==> src/rtl/msl_consts.svh <==
// constants for the status led driver: offsets, fields, resets, timing
`ifndef MSL_CONSTS_SVH
`define MSL_CONSTS_SVH
`define MSL_CLK_HZ          100000000
`define MSL_SLOW_HZ_X10     5
`define MSL_FAST_HZ_X10     20
`define MSL_SLOW_HALF_CYC   ((`MSL_CLK_HZ * 10) / (`MSL_SLOW_HZ_X10 * 2))
`define MSL_FAST_HALF_CYC   ((`MSL_CLK_HZ * 10) / (`MSL_FAST_HZ_X10 * 2))
`define MSL_IDENT_HZ_X10    20
`define MSL_IDENT_HALF_CYC  ((`MSL_CLK_HZ * 10) / (`MSL_IDENT_HZ_X10 * 2))
`define MSL_OFF_CTRL        12'h000
`define MSL_OFF_STATUS      12'h004
`define MSL_CTRL_IDENT_BIT  0
`define MSL_ST_GREEN_BIT    0
`define MSL_ST_RED_BIT      1
`define MSL_ST_MODE_LSB     2
`define MSL_CTRL_RESET      32'h0000_0000
`endif

==> src/rtl/msl_pkg.sv <==
// types for the status led driver
`default_nettype none
package msl_pkg;
	typedef enum logic [6:0]
	{
		MSL_DARK     = 7'h01,
		MSL_GREEN    = 7'h02,
		MSL_ORANGE   = 7'h04,
		MSL_RED      = 7'h08,
		MSL_DL_SLOW  = 7'h10,
		MSL_DL_FAST  = 7'h20,
		MSL_IDENT    = 7'h40
	} msl_mode_t;
endpackage
`default_nettype wire

==> src/rtl/msl_status_led.sv <==
// status led driver with apb control registers
`timescale 1ns/100ps
`default_nettype none
`include "msl_consts.svh"
// Overview of operation
// - steady green when operational and cyclic link traffic runs.
// - steady orange while link is being set up, not yet cyclic.
// - steady red while any fault is active, clearing one clock after fault_active_in drops.
// - red fault shown regardless of message reconfiguration.
// - green/red alternate at 0.5 Hz during firmware download.
// - green/red alternate at 2 Hz after download, until power cycle.
// - identify flashes green/orange or red/orange, chosen at switch-on.
module msl_status_led
(
	// clock and reset
	input  wire logic                clk_in,
	input  wire logic                rst_n_in,
	// condition inputs from module logic
	input  wire logic                oper_ready_in,
	input  wire logic                link_cyclic_in,
	input  wire logic                link_setup_in,
	input  wire logic                fault_active_in,
	input  wire logic                msg_reconfig_in,
	input  wire logic                fw_dl_busy_in,
	input  wire logic                fw_dl_done_in,
	// apb slave
	input  wire logic                psel,
	input  wire logic                penable,
	input  wire logic                pwrite,
	input  wire logic [11:0]         paddr,
	input  wire logic [31:0]         pwdata,
	output logic      [31:0]         prdata,
	output logic                     pready,
	output logic                     pslverr,
	// led drive
	output logic                     led_green_out,
	output logic                     led_red_out,
	output var msl_pkg::msl_mode_t   led_mode_out
);
	import msl_pkg::*;

	localparam int SLOW_HALF  = `MSL_SLOW_HALF_CYC;
	localparam int FAST_HALF  = `MSL_FAST_HALF_CYC;
	localparam int IDENT_HALF = `MSL_IDENT_HALF_CYC;

	logic             led_identify_setting_reg;
	logic             ident_red_base_reg;
	logic             dl_done_latch_reg;
	logic [27:0]      slow_cnt_reg;
	logic [27:0]      fast_cnt_reg;
	logic [27:0]      ident_cnt_reg;
	logic             slow_ph_reg;
	logic             fast_ph_reg;
	logic             ident_ph_reg;
	msl_mode_t        mode_next;
	logic             green_next;
	logic             red_next;
	logic             apb_acc;

	function automatic logic [27:0] cnt_step(input logic [27:0] c, input int half);
		cnt_step = (c == 28'(half - 1)) ? 28'h0000000 : c + 28'h0000001;
	endfunction

	assign apb_acc = psel && penable;

	// apb: zero wait states, unmapped address answers slverr
	always_ff @(posedge clk_in or negedge rst_n_in)
	begin
		if (!rst_n_in)
		begin
			pready  <= 1'b0;
			pslverr <= 1'b0;
			prdata  <= 32'h0000_0000;
		end
		else
		begin
			pready  <= psel && !penable;
			pslverr <= psel && !penable && paddr != `MSL_OFF_CTRL && paddr != `MSL_OFF_STATUS;
			if (psel && !penable && !pwrite)
			begin
				if (paddr == `MSL_OFF_CTRL)
					prdata <= {31'h0, led_identify_setting_reg};
				else if (paddr == `MSL_OFF_STATUS)
					prdata <= {23'h0, led_mode_out, led_red_out, led_green_out};
				else
					prdata <= 32'h0000_0000;
			end
		end
	end

	// identify setting, written by software
	always_ff @(posedge clk_in or negedge rst_n_in)
	begin
		if (!rst_n_in)
			led_identify_setting_reg <= 1'b0;
		else if (apb_acc && pready && pwrite && paddr == `MSL_OFF_CTRL)
			led_identify_setting_reg <= pwdata[`MSL_CTRL_IDENT_BIT];
	end

	// base colour captured when identify switches on
	always_ff @(posedge clk_in or negedge rst_n_in)
	begin
		if (!rst_n_in)
			ident_red_base_reg <= 1'b0;
		else if (apb_acc && pready && pwrite && paddr == `MSL_OFF_CTRL
			&& pwdata[`MSL_CTRL_IDENT_BIT] && !led_identify_setting_reg)
			ident_red_base_reg <= led_red_out;
	end

	// download complete holds until power cycle
	always_ff @(posedge clk_in or negedge rst_n_in)
	begin
		if (!rst_n_in)
			dl_done_latch_reg <= 1'b0;
		else if (fw_dl_done_in)
			dl_done_latch_reg <= 1'b1;
	end

	// flash dividers
	always_ff @(posedge clk_in or negedge rst_n_in)
	begin
		if (!rst_n_in)
		begin
			slow_cnt_reg  <= 28'h0000000;
			fast_cnt_reg  <= 28'h0000000;
			ident_cnt_reg <= 28'h0000000;
			slow_ph_reg   <= 1'b0;
			fast_ph_reg   <= 1'b0;
			ident_ph_reg  <= 1'b0;
		end
		else
		begin
			slow_cnt_reg  <= cnt_step(slow_cnt_reg, SLOW_HALF);
			fast_cnt_reg  <= cnt_step(fast_cnt_reg, FAST_HALF);
			ident_cnt_reg <= cnt_step(ident_cnt_reg, IDENT_HALF);
			if (slow_cnt_reg == 28'(SLOW_HALF - 1))
				slow_ph_reg <= !slow_ph_reg;
			if (fast_cnt_reg == 28'(FAST_HALF - 1))
				fast_ph_reg <= !fast_ph_reg;
			if (ident_cnt_reg == 28'(IDENT_HALF - 1))
				ident_ph_reg <= !ident_ph_reg;
		end
	end

	// pattern selection by priority
	always_comb
	begin
		mode_next  = MSL_DARK;
		green_next = 1'b0;
		red_next   = 1'b0;
		if (led_identify_setting_reg)
		begin
			mode_next  = MSL_IDENT;
			green_next = ident_ph_reg ? 1'b1 : !ident_red_base_reg;
			red_next   = ident_ph_reg ? 1'b1 : ident_red_base_reg;
		end
		else if (dl_done_latch_reg)
		begin
			mode_next  = MSL_DL_FAST;
			green_next = !fast_ph_reg;
			red_next   = fast_ph_reg;
		end
		else if (fw_dl_busy_in)
		begin
			mode_next  = MSL_DL_SLOW;
			green_next = !slow_ph_reg;
			red_next   = slow_ph_reg;
		end
		else if (fault_active_in)
		begin
			mode_next = MSL_RED;
			red_next  = 1'b1;
		end
		else if (link_setup_in || (oper_ready_in && !link_cyclic_in))
		begin
			mode_next  = MSL_ORANGE;
			green_next = 1'b1;
			red_next   = 1'b1;
		end
		else if (oper_ready_in && link_cyclic_in)
		begin
			mode_next  = MSL_GREEN;
			green_next = 1'b1;
		end
	end

	// registered led drive
	always_ff @(posedge clk_in or negedge rst_n_in)
	begin
		if (!rst_n_in)
		begin
			led_green_out <= 1'b0;
			led_red_out   <= 1'b0;
			led_mode_out  <= MSL_DARK;
		end
		else
		begin
			led_green_out <= green_next;
			led_red_out   <= red_next;
			led_mode_out  <= mode_next;
		end
	end

	chk_green_ready: assert property (@(posedge clk_in) disable iff (!rst_n_in)
		(oper_ready_in && link_cyclic_in && !link_setup_in && !fault_active_in && !fw_dl_busy_in
		&& !dl_done_latch_reg && !led_identify_setting_reg) |=> (led_green_out && !led_red_out))
		else $error("green not shown when ready");
	chk_orange_setup: assert property (@(posedge clk_in) disable iff (!rst_n_in)
		(link_setup_in && !fault_active_in && !fw_dl_busy_in && !dl_done_latch_reg
		&& !led_identify_setting_reg) |=> (led_green_out && led_red_out))
		else $error("orange not shown during setup");
	chk_red_fault: assert property (@(posedge clk_in) disable iff (!rst_n_in)
		(fault_active_in && !fw_dl_busy_in && !dl_done_latch_reg && !led_identify_setting_reg)
		|=> (led_red_out && !led_green_out && led_mode_out == MSL_RED))
		else $error("red not shown on fault");
	chk_red_reconfig: assert property (@(posedge clk_in) disable iff (!rst_n_in)
		(fault_active_in && msg_reconfig_in && !fw_dl_busy_in && !dl_done_latch_reg && !led_identify_setting_reg)
		|=> (led_red_out && !led_green_out))
		else $error("reconfig suppressed red");
	chk_slow_toggle: assert property (@(posedge clk_in) disable iff (!rst_n_in)
		(slow_cnt_reg == 28'(SLOW_HALF - 1)) |=> (slow_ph_reg != $past(slow_ph_reg)))
		else $error("slow flash phase wrong");
	chk_slow_count: assert property (@(posedge clk_in) disable iff (!rst_n_in)
		(slow_cnt_reg != 28'(SLOW_HALF - 1))
		|=> (slow_cnt_reg == $past(slow_cnt_reg) + 28'h0000001 && $stable(slow_ph_reg)))
		else $error("slow divider step wrong");
	chk_done_sticky: assert property (@(posedge clk_in) disable iff (!rst_n_in)
		(dl_done_latch_reg && !led_identify_setting_reg)
		|=> (dl_done_latch_reg && led_mode_out == MSL_DL_FAST && led_green_out != led_red_out))
		else $error("download done pattern dropped");
	chk_ident_mode: assert property (@(posedge clk_in) disable iff (!rst_n_in)
		$rose(led_identify_setting_reg) |=> (led_mode_out == MSL_IDENT)[*2])
		else $error("identify pattern not shown");
	chk_prio_dl: assert property (@(posedge clk_in) disable iff (!rst_n_in)
		(fw_dl_busy_in && fault_active_in && !led_identify_setting_reg && !dl_done_latch_reg)
		|=> led_mode_out == MSL_DL_SLOW)
		else $error("download not above fault");
endmodule
`default_nettype wire

==> config.mk <==
export PLATFORM = sky130hd
export DESIGN_NAME = msl_status_led
export DESIGN_NICKNAME = d
export VERILOG_FILES = /design/src/rtl/msl_pkg.sv /design/src/rtl/msl_status_led.sv
export VERILOG_INCLUDE_DIRS = /design/src /design/src/rtl
export SDC_FILE = /design/constraint.sdc
export NUM_CORES = 1
export LEC_CHECK = 0
export ABC_AREA = 0
export BUFFER_PORTS_ARGS = -buffer_cell sky130_fd_sc_hd__buf_2
export CORE_MARGIN = 4
export CORE_UTILIZATION = 45
export CTS_BUF_LIST = sky130_fd_sc_hd__clkbuf_16
export DETAILED_ROUTE_END_ITERATION = 8
export GPL_TIMING_DRIVEN = 0
export PLACE_DENSITY = 0.72
export SYNTH_ARGS = -nofsm -noshare
export SYNTH_HDL_FRONTEND = slang
export SYNTH_SLANG_ARGS = --single-unit
==> constraint.sdc <==
create_clock -name clk_in -period 1.8 [get_ports clk_in]
set_input_delay 0.09 -clock clk_in [delete_from_list [all_inputs] [get_ports clk_in]]
set_output_delay 0.09 -clock clk_in [all_outputs]
set_load 0.01 [all_outputs]
==> impl_metrics.csv, run 1 <==
group,metric,value,unit
critical_path,crit_path_end_kind,"register",
global_routing,antenna_found_initial,0,
run,cap_violations,0,
status,status,"complete, but fails checks",
place,dp.cells,706,
route,vias,3961,
route,top_layer,"met4",
status,violations,"negative setup slack",
global_routing,grt_util_all_layers,0.162,
logic_synthesis,synth_top_family_by_area,"simple AND/OR/NAND/NOR gates",
place,routabilityCongestion,0.803,
route,wirelength,11.3,mm
timing,tns,-1.23,ns
logic_synthesis,synthDistinctLibCells,50,
floorplan,die_area,0.0134,mm²
route,drt_pass1_iterations,4,
worst_hold_path,hold_path_class,"in -> reg",
logic_synthesis,yosys_most_used_dff,"dfrtp_1",
layout,nets,675,
route,wl_met1,4.88,mm
logic_synthesis,ys_top_cells_by_area,"dfrtp_1 52%, xnor2_1 6.7%, xor2_1 5.9%",
logic_synthesis,synth.top_cell.area_share,0.521,
logic_synthesis,ys_ff_latch,110,
route,post-route-drc-count,0,
clocking,root_buffer,"clkbuf_16",
layout,syn_to_final_growth,29.5,%
timing,fin_skew,0.00892,ns
floorplan,initial_core_util,0.459,
critical_path,r2r_cells,6,
worst_hold_path,holdPathStages,2,
timing,setup_ws,-0.163,ns
clocking,cts_buffer_depth,2,
layout,stdcell_count,764,
timing,finalMaxSlewViolations,0,
timing,slew_headroom,0.439,
route,wire_per_inst,14.8,µm
critical_path,cp_max_fo,3,
floorplan,coreArea,0.0114,mm²
timing,rsz0062_at_grt,"true",
critical_path,worstPathRequired,2.03,ns
floorplan,die_x,116,µm
route,met3_length,398,µm
clocking,clk_pin_slew,0.07,ns
logic_synthesis,yosys.area_share.simple,0.252,
logic_synthesis,syn_area,0.00524,mm²
timing,worstMarginPinSlew,0.842,ns
layout,n_antenna_cell,0,
floorplan,ioPinCount,99,
timing,period_share,1.09,
logic_synthesis,ys_async_sr_fraction,1.00,
pwr,p_leak,0.00327,µW
logic_synthesis,synth_compound_area_frac,0.0301,
place,io_buffers,43,
global_routing,grt_pass1_vias,3805,
logic_synthesis,synth-edff-count,0,
clocking,clk_latency,0.34,ns
layout,drive_gt1_frac,0.296,
timing,hold_viol_final,0,
logic_synthesis,synthMuxAreaShare,0.00812,
pwr,ir_drop,683,µV
logic_synthesis,yosys_warnings,0,
layout,fillers,903,
logic_synthesis,synth_area_per_cell,10.5,µm²
floorplan,row_count,39,
route,vias_per_cell,5.18,
critical_path,cp_data_arrival_time,2.19,ns
global_routing,overflow,0,
logic_synthesis,synth_cells,497,
critical_path,crit_path_start_kind,"register",
pwr,p_per_area,705,mW/mm²
place,hpwl,6.91,mm
timing,setup_viol,18,
route,wl_met2,5.93,mm
floorplan,die_h,116,µm
global_routing,grt_max_degree,65,
route,drt_iter0_markers,263,
global_routing,grt_pass1_wl,17.6,mm
clocking,cts_tree,"yes",
timing,max_freq,510,MHz
logic_synthesis,yosysSeqAreaShare,0.526,
clocking,htreeDepth,3,
logic_synthesis,synthAdderAreaFrac,0.00717,
timing,finalCriticalPeriod,1.96,ns
logic_synthesis,synth_xor_area_frac,0.125,
route,ant_nets,0,
clocking,cts_sinks,110,
critical_path,crit_type,"reg -> reg",
clocking,numCtsBuffers,9,
logic_synthesis,synth_top_cell_by_area,"dfrtp_1",
## layout by cell type (no fill, tap or decap), types with 4 or more instances in the layout
cell type and instances:
a22o_1 8, and3_1 11, and4_1 4, buf_2 42
buf_4 58, clkbuf_16 10, conb_1 23, dfrtp_1 101
dfrtp_2 8, dlygate4sd3_1 9, inv_1 12, nand2_1 23
nand3_1 33, nand3_2 5, nand4_1 26, nor2_1 55
nor2_4 9, nor2b_1 7, nor3_1 11, nor4_1 8
nor4_4 8, xnor2_1 39, xor2_1 34
## power breakdown
group          internal, µW  leakage [µW]  total [µW]  switching, µW
registers              2470       0.00146        2470          0.737
clock network          1230      0.000160        2140            910
logic                  75.6       0.00165         176            101
total                  3770       0.00327        4780           1010
## through the flow
stage,total power (µW),hold WS [ns],setup slack (ns),area (µm²),util
after global placement,2670,0.272,-0.573,5720,0.501
after global routing,4940,0.0380,-0.223,6790,0.594
after floorplan,2590,-0.206,-0.145,5320,-
final,4780,0.0389,-0.163,6790,0.594
after CTS,4810,0.00231,-0.155,6390,0.559
after detailed placement,2680,0.244,-0.466,5750,0.503
## final cells by class
cell class	count	area [µm²]	area share
Sequential cell	110	2760	0.407
Multi-Input combinational cell	363	2610	0.385
Timing Repair Buffer	88	623	0.0918
Buffer	31	235	0.0347
Clock buffer	9	225	0.0332
Tap cell	143	179	0.0264
Clock inverter	7	96.3	0.0142
Inverter	13	48.8	0.00719
## Yosys cell counts, types with 2 or more instances
| cell type | instances |
|---|---|
| nor2_1 | 65 |
| a22o_1 | 8 |
| xnor2_1 | 40 |
| and3_1 | 14 |
| and2_1 | 3 |
| nor3b_1 | 2 |
| nand3_1 | 37 |
| nor4_1 | 15 |
| nand3b_1 | 3 |
| o21ai_0 | 6 |
| nand2b_1 | 3 |
| a21oi_1 | 3 |
| nor3_1 | 15 |
| and4_1 | 4 |
| nand4_1 | 26 |
| dfrtp_1 | 109 |
| nand3_2 | 3 |
| xor2_1 | 35 |
| nor4_2 | 3 |
| clkbuf_1 | 5 |
| nand2_1 | 23 |
| ha_1 | 3 |
| mux2_2 | 2 |
| buf_4 | 24 |
| nor2b_1 | 7 |
| mux2i_1 | 2 |
| buf_2 | 3 |
| inv_1 | 12 |
## kinds of logic after synthesis
kind of cell,count (synthesis)
and+or+nand+nor,236
DFF,110
xor gates and xnor gates,75
buffers and inverters,46
AOI/OAI and AO/OA,22
muxes,4
adders and majority gates,3
other,1
## final timing paths
path	from	to	slack [ns]
max	slow_cnt_reg[1]	slow_cnt_reg[23]	-0.16
min reg2reg	led_identify_setting_reg	led_mode_out[6]	0.38
min	psel	pready	0.04
min in group asynchronous	rst_n_in	prdata[8]	0.40
max in group asynchronous	rst_n_in	fast_cnt_reg[7]	0.68
max reg2reg	slow_cnt_reg[1]	slow_cnt_reg[23]	-0.16
## timing repair
item	4_1_cts	5_1_grt
resized for setup	23	56
pin swaps	11	23
hold buffers	8	1
hold endpoints to repair	67	1
setup buffers	14	19
endpoints found under the setup margin	54	68
gates cloned	0	2
## layer usage
metal  vias to the layer above  track usage
met3                         9       0.0381
met5                         -            0
met2                        79        0.286
li1                       1922            -
met4                         0       0.0410
met1                      1951        0.200
## critical path: stages, from the launching register on
cell and delay [ns]:
dfrtp_1 0.42, ha_4 0.18, nand3_4 0.08, or3_4 0.40, or3b_4 0.39, and3_4 0.17
a211o_1 0.22
No activity file was read; power rests on OpenSTA's default activity.
==> run 2, diff against run 1 <==
--- a/config.mk
+++ b/config.mk
@@ -13,6 +13,7 @@
 export CTS_BUF_LIST = sky130_fd_sc_hd__clkbuf_16
 export DETAILED_ROUTE_END_ITERATION = 8
 export GPL_TIMING_DRIVEN = 0
+export HOLD_SLACK_MARGIN = 0.06
 export PLACE_DENSITY = 0.72
 export SYNTH_ARGS = -nofsm -noshare
 export SYNTH_HDL_FRONTEND = slang
==> impl_metrics.csv, run 2 (same netlist as run 1, synthesis figures left out) <==
group,metric,value,unit
place,hpwl,6.91,mm
route,post-route-drc-count,0,
floorplan,row_count,39,
layout,final_cell_mix,"101 x dfrtp_1, 58 x buf_4, 55 x nor2_1, 42 x buf_2, 39 x xnor2_1",
layout,fillers,900,
global_routing,grt_pass1_vias,3814,
route,wirelength,11.3,mm
layout,layout_commonest_cell,"dfrtp_1",
timing,finalMaxSlewViolations,0,
clocking,cts_buffer_depth,2,
place,routabilityCongestion,0.803,
clocking,clk_latency,0.35,ns
timing,max_freq,509,MHz
critical_path,slowest_stage,"dfrtp_1",
critical_path,regToRegSetupSlack,-0.16,ns
timing,fin_skew,0.0108,ns
global_routing,antenna_found_initial,0,
floorplan,coreArea,0.0114,mm²
layout,seqCellArea,0.00276,mm²
global_routing,grt_max_degree,65,
worst_hold_path,min_to,"led_mode_out[2]",
route,vias,3965,
critical_path,cpPeakStageDelay,0.44,ns
layout,stdcell_count,766,
clocking,cts_tree,"yes",
floorplan,ioPinCount,99,
pwr,ir_drop,684,µV
floorplan,initial_core_util,0.459,
critical_path,crit_path_end_kind,"register",
clocking,clk_pin_slew,0.07,ns
status,status,"complete, but fails checks",
place,place_ws,-0.466,ns
run,cap_violations,0,
clocking,numCtsBuffers,9,
floorplan,die_x,116,µm
timing,period_share,1.09,
global_routing,grt_util_all_layers,0.162,
route,drt_iter0_markers,265,
timing,hold_viol_final,0,
critical_path,crit_path_start_kind,"register",
critical_path,rr_endpoint,"slow_cnt_reg[23]",
route,drt_pass1_iterations,4,
timing,finalCriticalPeriod,1.96,ns
floorplan,die_h,116,µm
layout,syn_to_final_growth,29.9,%
global_routing,overflow,0,
critical_path,cp_max_fo,7,
timing,rsz0062_at_grt,"true",
critical_path,r2r_cells,5,
clocking,root_buffer,"clkbuf_16",
place,dp.cells,706,
critical_path,worstPathRequired,2.03,ns
layout,multiInputGateArea,0.00261,mm²
status,violations,"negative setup slack",
timing,slew_headroom,0.440,
layout,drive_gt1_frac,0.295,
timing,setup_viol,18,
worst_hold_path,hp-start,"oper_ready_in",
route,vias_per_cell,5.18,
floorplan,die_area,0.0134,mm²
pwr,p_leak,0.00328,µW
critical_path,worst-path-buf-inv,0,
worst_hold_path,hold_path_class,"in -> reg",
global_routing,grt_pass1_wl,17.7,mm
timing,setup_ws,-0.163,ns
timing,worstMarginPinSlew,0.840,ns
layout,nets,677,
critical_path,cp_data_arrival_time,2.19,ns
place,io_buffers,43,
clocking,htreeDepth,3,
critical_path,crit_type,"reg -> reg",
critical_path,path_depth,5,
worst_hold_path,holdPathStages,3,
critical_path,r2r_start,"slow_cnt_reg[20]",
route,ant_nets,0,
critical_path,critPathTopFamily,"simple AND/OR/NAND/NOR gates",
clocking,cts_sinks,110,
critical_path,path_cells,"nand3_2 > nor4_2 > or3b_4 > and3_4 > a211o_1",
layout,n_antenna_cell,0,
route,wire_per_inst,14.8,µm
pwr,p_per_area,704,mW/mm²
[run 2: timing repair]
item / 4_1_cts / 5_1_grt
setup endpoints to repair: 54 / 68
hold buffers: 11 / 0
buffers inserted: 14 / 19
hold endpoints to repair: 69 / 0
pin swaps: 11 / 23
gates cloned: 0 / 2
resized for setup: 23 / 56
[run 2: tightest hold or removal path: stages]
cell and delay, ns:
buf_2 0.12, a21oi_1 0.08, nor2_1 0.12
[run 2: stage by stage]
step           hold slack, ns  total power (µW)  setup TNS [ns]   util  cell area, µm²
2_1_floorplan          -0.206              2590          -0.314      -            5320
3_3_place_gp            0.272              2670          -73.59  0.501            5720
3_5_place_dp            0.244              2680          -13.72  0.503            5750
4_1_cts                0.0879              4810          -0.955  0.562            6420
5_1_grt                0.0993              4940           -2.99  0.596            6810
6_report                0.103              4790           -1.21  0.596            6810
[run 2: worst max path at each step]
stage	from	endpoint
after floorplan	slow_cnt_reg[0]	slow_cnt_reg[23]
after global placement	rst_n_in	fast_cnt_reg[21]
after detailed placement	ident_cnt_reg[15]	ident_cnt_reg[22]
after CTS	slow_cnt_reg[0]	slow_cnt_reg[23]
after global routing	slow_cnt_reg[14]	slow_cnt_reg[23]
final	slow_cnt_reg[20]	slow_cnt_reg[23]
[run 2: metal layers]
layer | GRT usage | wire length [µm]
met1 | 0.200 | 4870
met3 | 0.0381 | 396
met2 | 0.287 | 5940
met4 | 0.0410 | 119
met5 | 0 | 0
[run 2: layout make-up]
type	count	share of cell area
clock inverter	7	0.0142
timing repair buffer	90	0.0945
sequential	110	0.406
inverter	13	0.00717
buffer	31	0.0346
tap	143	0.0263
multi-input combinational	363	0.384
clock buffer	9	0.0331
[run 2: power by group]
part / switching, µW / internal (µW) / leakage, µW
combinational: 102 / 78.4 / 0.00166
clock: 911 / 1230 / 0.000160
sequential: 0.772 / 2470 / 0.00146
==> run 3, diff against run 2 <==
--- a/config.mk
+++ b/config.mk
@@ -15,6 +15,7 @@
 export GPL_TIMING_DRIVEN = 0
 export HOLD_SLACK_MARGIN = 0.06
 export PLACE_DENSITY = 0.72
+export SETUP_SLACK_MARGIN = 0.4
 export SYNTH_ARGS = -nofsm -noshare
 export SYNTH_HDL_FRONTEND = slang
 export SYNTH_SLANG_ARGS = --single-unit
==> impl_metrics.csv, run 3 (same netlist as run 1, synthesis figures left out) <==
group,metric,value,unit
status,status,"complete, but fails checks",
status,violations,"negative setup slack",
pwr,power_frac_comb,0.037,
critical_path,crit_type,"reg -> reg",
global_routing,grt_pass1_wl,20.0,mm
critical_path,crit_path_start_kind,"register",
timing,rsz0062_at_grt,"true",
global_routing,grt_pass1_vias,4309,
layout,layout_commonest_cell,"dfrtp_1",
floorplan,ioPinCount,99,
layout,final_cell_mix,"100 x dfrtp_1, 81 x buf_4, 42 x buf_2, 32 x xor2_1, 30 x xnor2_1",
pwr,pwr-share-clk,0.460,
timing,whs,0.0529,ns
route,vias_per_cell,5.30,
timing,finalMaxSlewViolations,0,
clocking,htreeDepth,3,
timing,fin_skew,0.00765,ns
worst_hold_path,hp-start,"penable",
worst_hold_path,holdPathStages,3,
global_routing,antenna_found_initial,0,
layout,nets,725,
pwr,fin_total_pwr,4910,µW
pwr,p_per_area,632,mW/mm²
clocking,cts_tree,"yes",
run,cap_violations,0,
place,io_buffers,43,
global_routing,overflow,0,
timing,worstMarginPinSlew,0.676,ns
clocking,clk_pin_slew,0.08,ns
route,post-route-drc-count,0,
route,wirelength,13.4,mm
floorplan,initial_core_util,0.459,
layout,n_antenna_cell,0,
timing,period_share,1.07,
critical_path,r2r_cells,6,
global_routing,grt_max_degree,60,
pwr,p_sw,1100,µW
timing,setup_ws,-0.132,ns
floorplan,die_h,116,µm
pwr,p_sw_frac,0.224,
clocking,cts_buffer_depth,2,
route,vias,4316,
route,ant_nets,0,
floorplan,coreArea,0.0114,mm²
critical_path,rr_endpoint,"slow_cnt_reg[23]",
critical_path,r2r_start,"slow_cnt_reg[1]",
pwr,pwr-share-seq,0.503,
worst_hold_path,min_to,"pslverr",
place,hpwl,6.94,mm
layout,postLayoutCellArea,0.00778,mm²
floorplan,row_count,39,
clocking,cts_sinks,110,
clocking,numCtsBuffers,9,
layout,drive_gt1_frac,0.447,
place,routabilityCongestion,0.845,
critical_path,worstPathRequired,2.04,ns
critical_path,crit_path_end_kind,"register",
place,placed_cell_area,0.00589,mm²
timing,slew_headroom,0.549,
layout,syn_to_final_growth,48.5,%
critical_path,regToRegSetupSlack,-0.13,ns
route,drt_iter0_markers,266,
route,drt_pass1_iterations,4,
timing,setup_viol,12,
pwr,ir_drop,527,µV
route,wire_per_inst,16.4,µm
pwr,p_int,3810,µW
place,place_ws,-0.301,ns
layout,final_util,0.681,
pwr,p_leak,0.00368,µW
timing,finalCriticalPeriod,1.93,ns
timing,max_freq,518,MHz
clocking,root_buffer,"clkbuf_16",
floorplan,die_area,0.0134,mm²
worst_hold_path,hold_path_class,"in -> reg",
floorplan,die_x,116,µm
timing,hold_viol_final,0,
critical_path,cp_data_arrival_time,2.17,ns
critical_path,cp_max_fo,2,
clocking,clk_latency,0.35,ns
global_routing,grt_util_all_layers,0.184,
[run 3: worst max-delay path by stage]
stage | startpoint | endpoint | slack, ns
floorplan | slow_cnt_reg[0] | slow_cnt_reg[23] | -0.15
global route | slow_cnt_reg[20] | slow_cnt_reg[23] | -0.20
finish | slow_cnt_reg[1] | slow_cnt_reg[23] | -0.13
detailed placement | slow_cnt_reg[0] | slow_cnt_reg[22] | -0.30
global placement | rst_n_in | fast_cnt_reg[19] | -0.55
CTS | slow_cnt_reg[0] | slow_cnt_reg[23] | -0.17
[run 3: per-stage QoR]
step / cells / TNS, ns
CTS: 790 / -0.430
global placement: 705 / -66.78
detailed placement: 706 / -7.32
global route: 814 / -1.78
floorplan: 519 / -0.314
finish: 814 / -0.416
[run 3: repair_timing]
| action | in CTS | in global routing |
|---|---|---|
| setup buffers | 56 | 24 |
| endpoints found under the hold margin | 58 | 0 |
| gates cloned | 3 | 0 |
| hold buffers | 9 | 0 |
| setup endpoints to repair | 68 | 87 |
| resized for setup | 104 | 84 |
| pin swaps | 41 | 28 |
[run 3: metal layers]
layer / GRT usage / up-vias / part of all wire
li1: - / 2024 / -
met1: 0.225 / 2151 / 0.40
met2: 0.325 / 111 / 0.54
met3: 0.0345 / 30 / 0.038
met4: 0.0650 / 0 / 0.020
met5: 0 / - / 0
[run 3: power by group through the flow]
stage               clock network [µW]  registers (µW)  logic [µW]
floorplan                            0            2520        71.8
global placement                     0            2520         156
CTS                               2260            2470         183
finish                            2260            2470         184
detailed placement                   0            2520         168
global route                      2370            2470         208
[run 3: area by class of cell]
| type | count | area, µm² |
|---|---|---|
| timing repair buffer | 136 | 1070 |
| buffer | 33 | 277 |
| fill | 781 | 3640 |
| clock buffer | 9 | 225 |
| clock inverter | 7 | 114 |
| sequential | 110 | 2770 |
| tap | 143 | 179 |
| multi-input combinational | 363 | 3100 |
| inverter | 13 | 48.8 |
[run 3: worst max-delay path: stages, from the launching register on]
cell and delay (ns):
dfrtp_1 0.41, ha_4 0.17, nand3_4 0.07, or3_4 0.38, or3b_4 0.40, and3_4 0.17, a211o_1 0.22
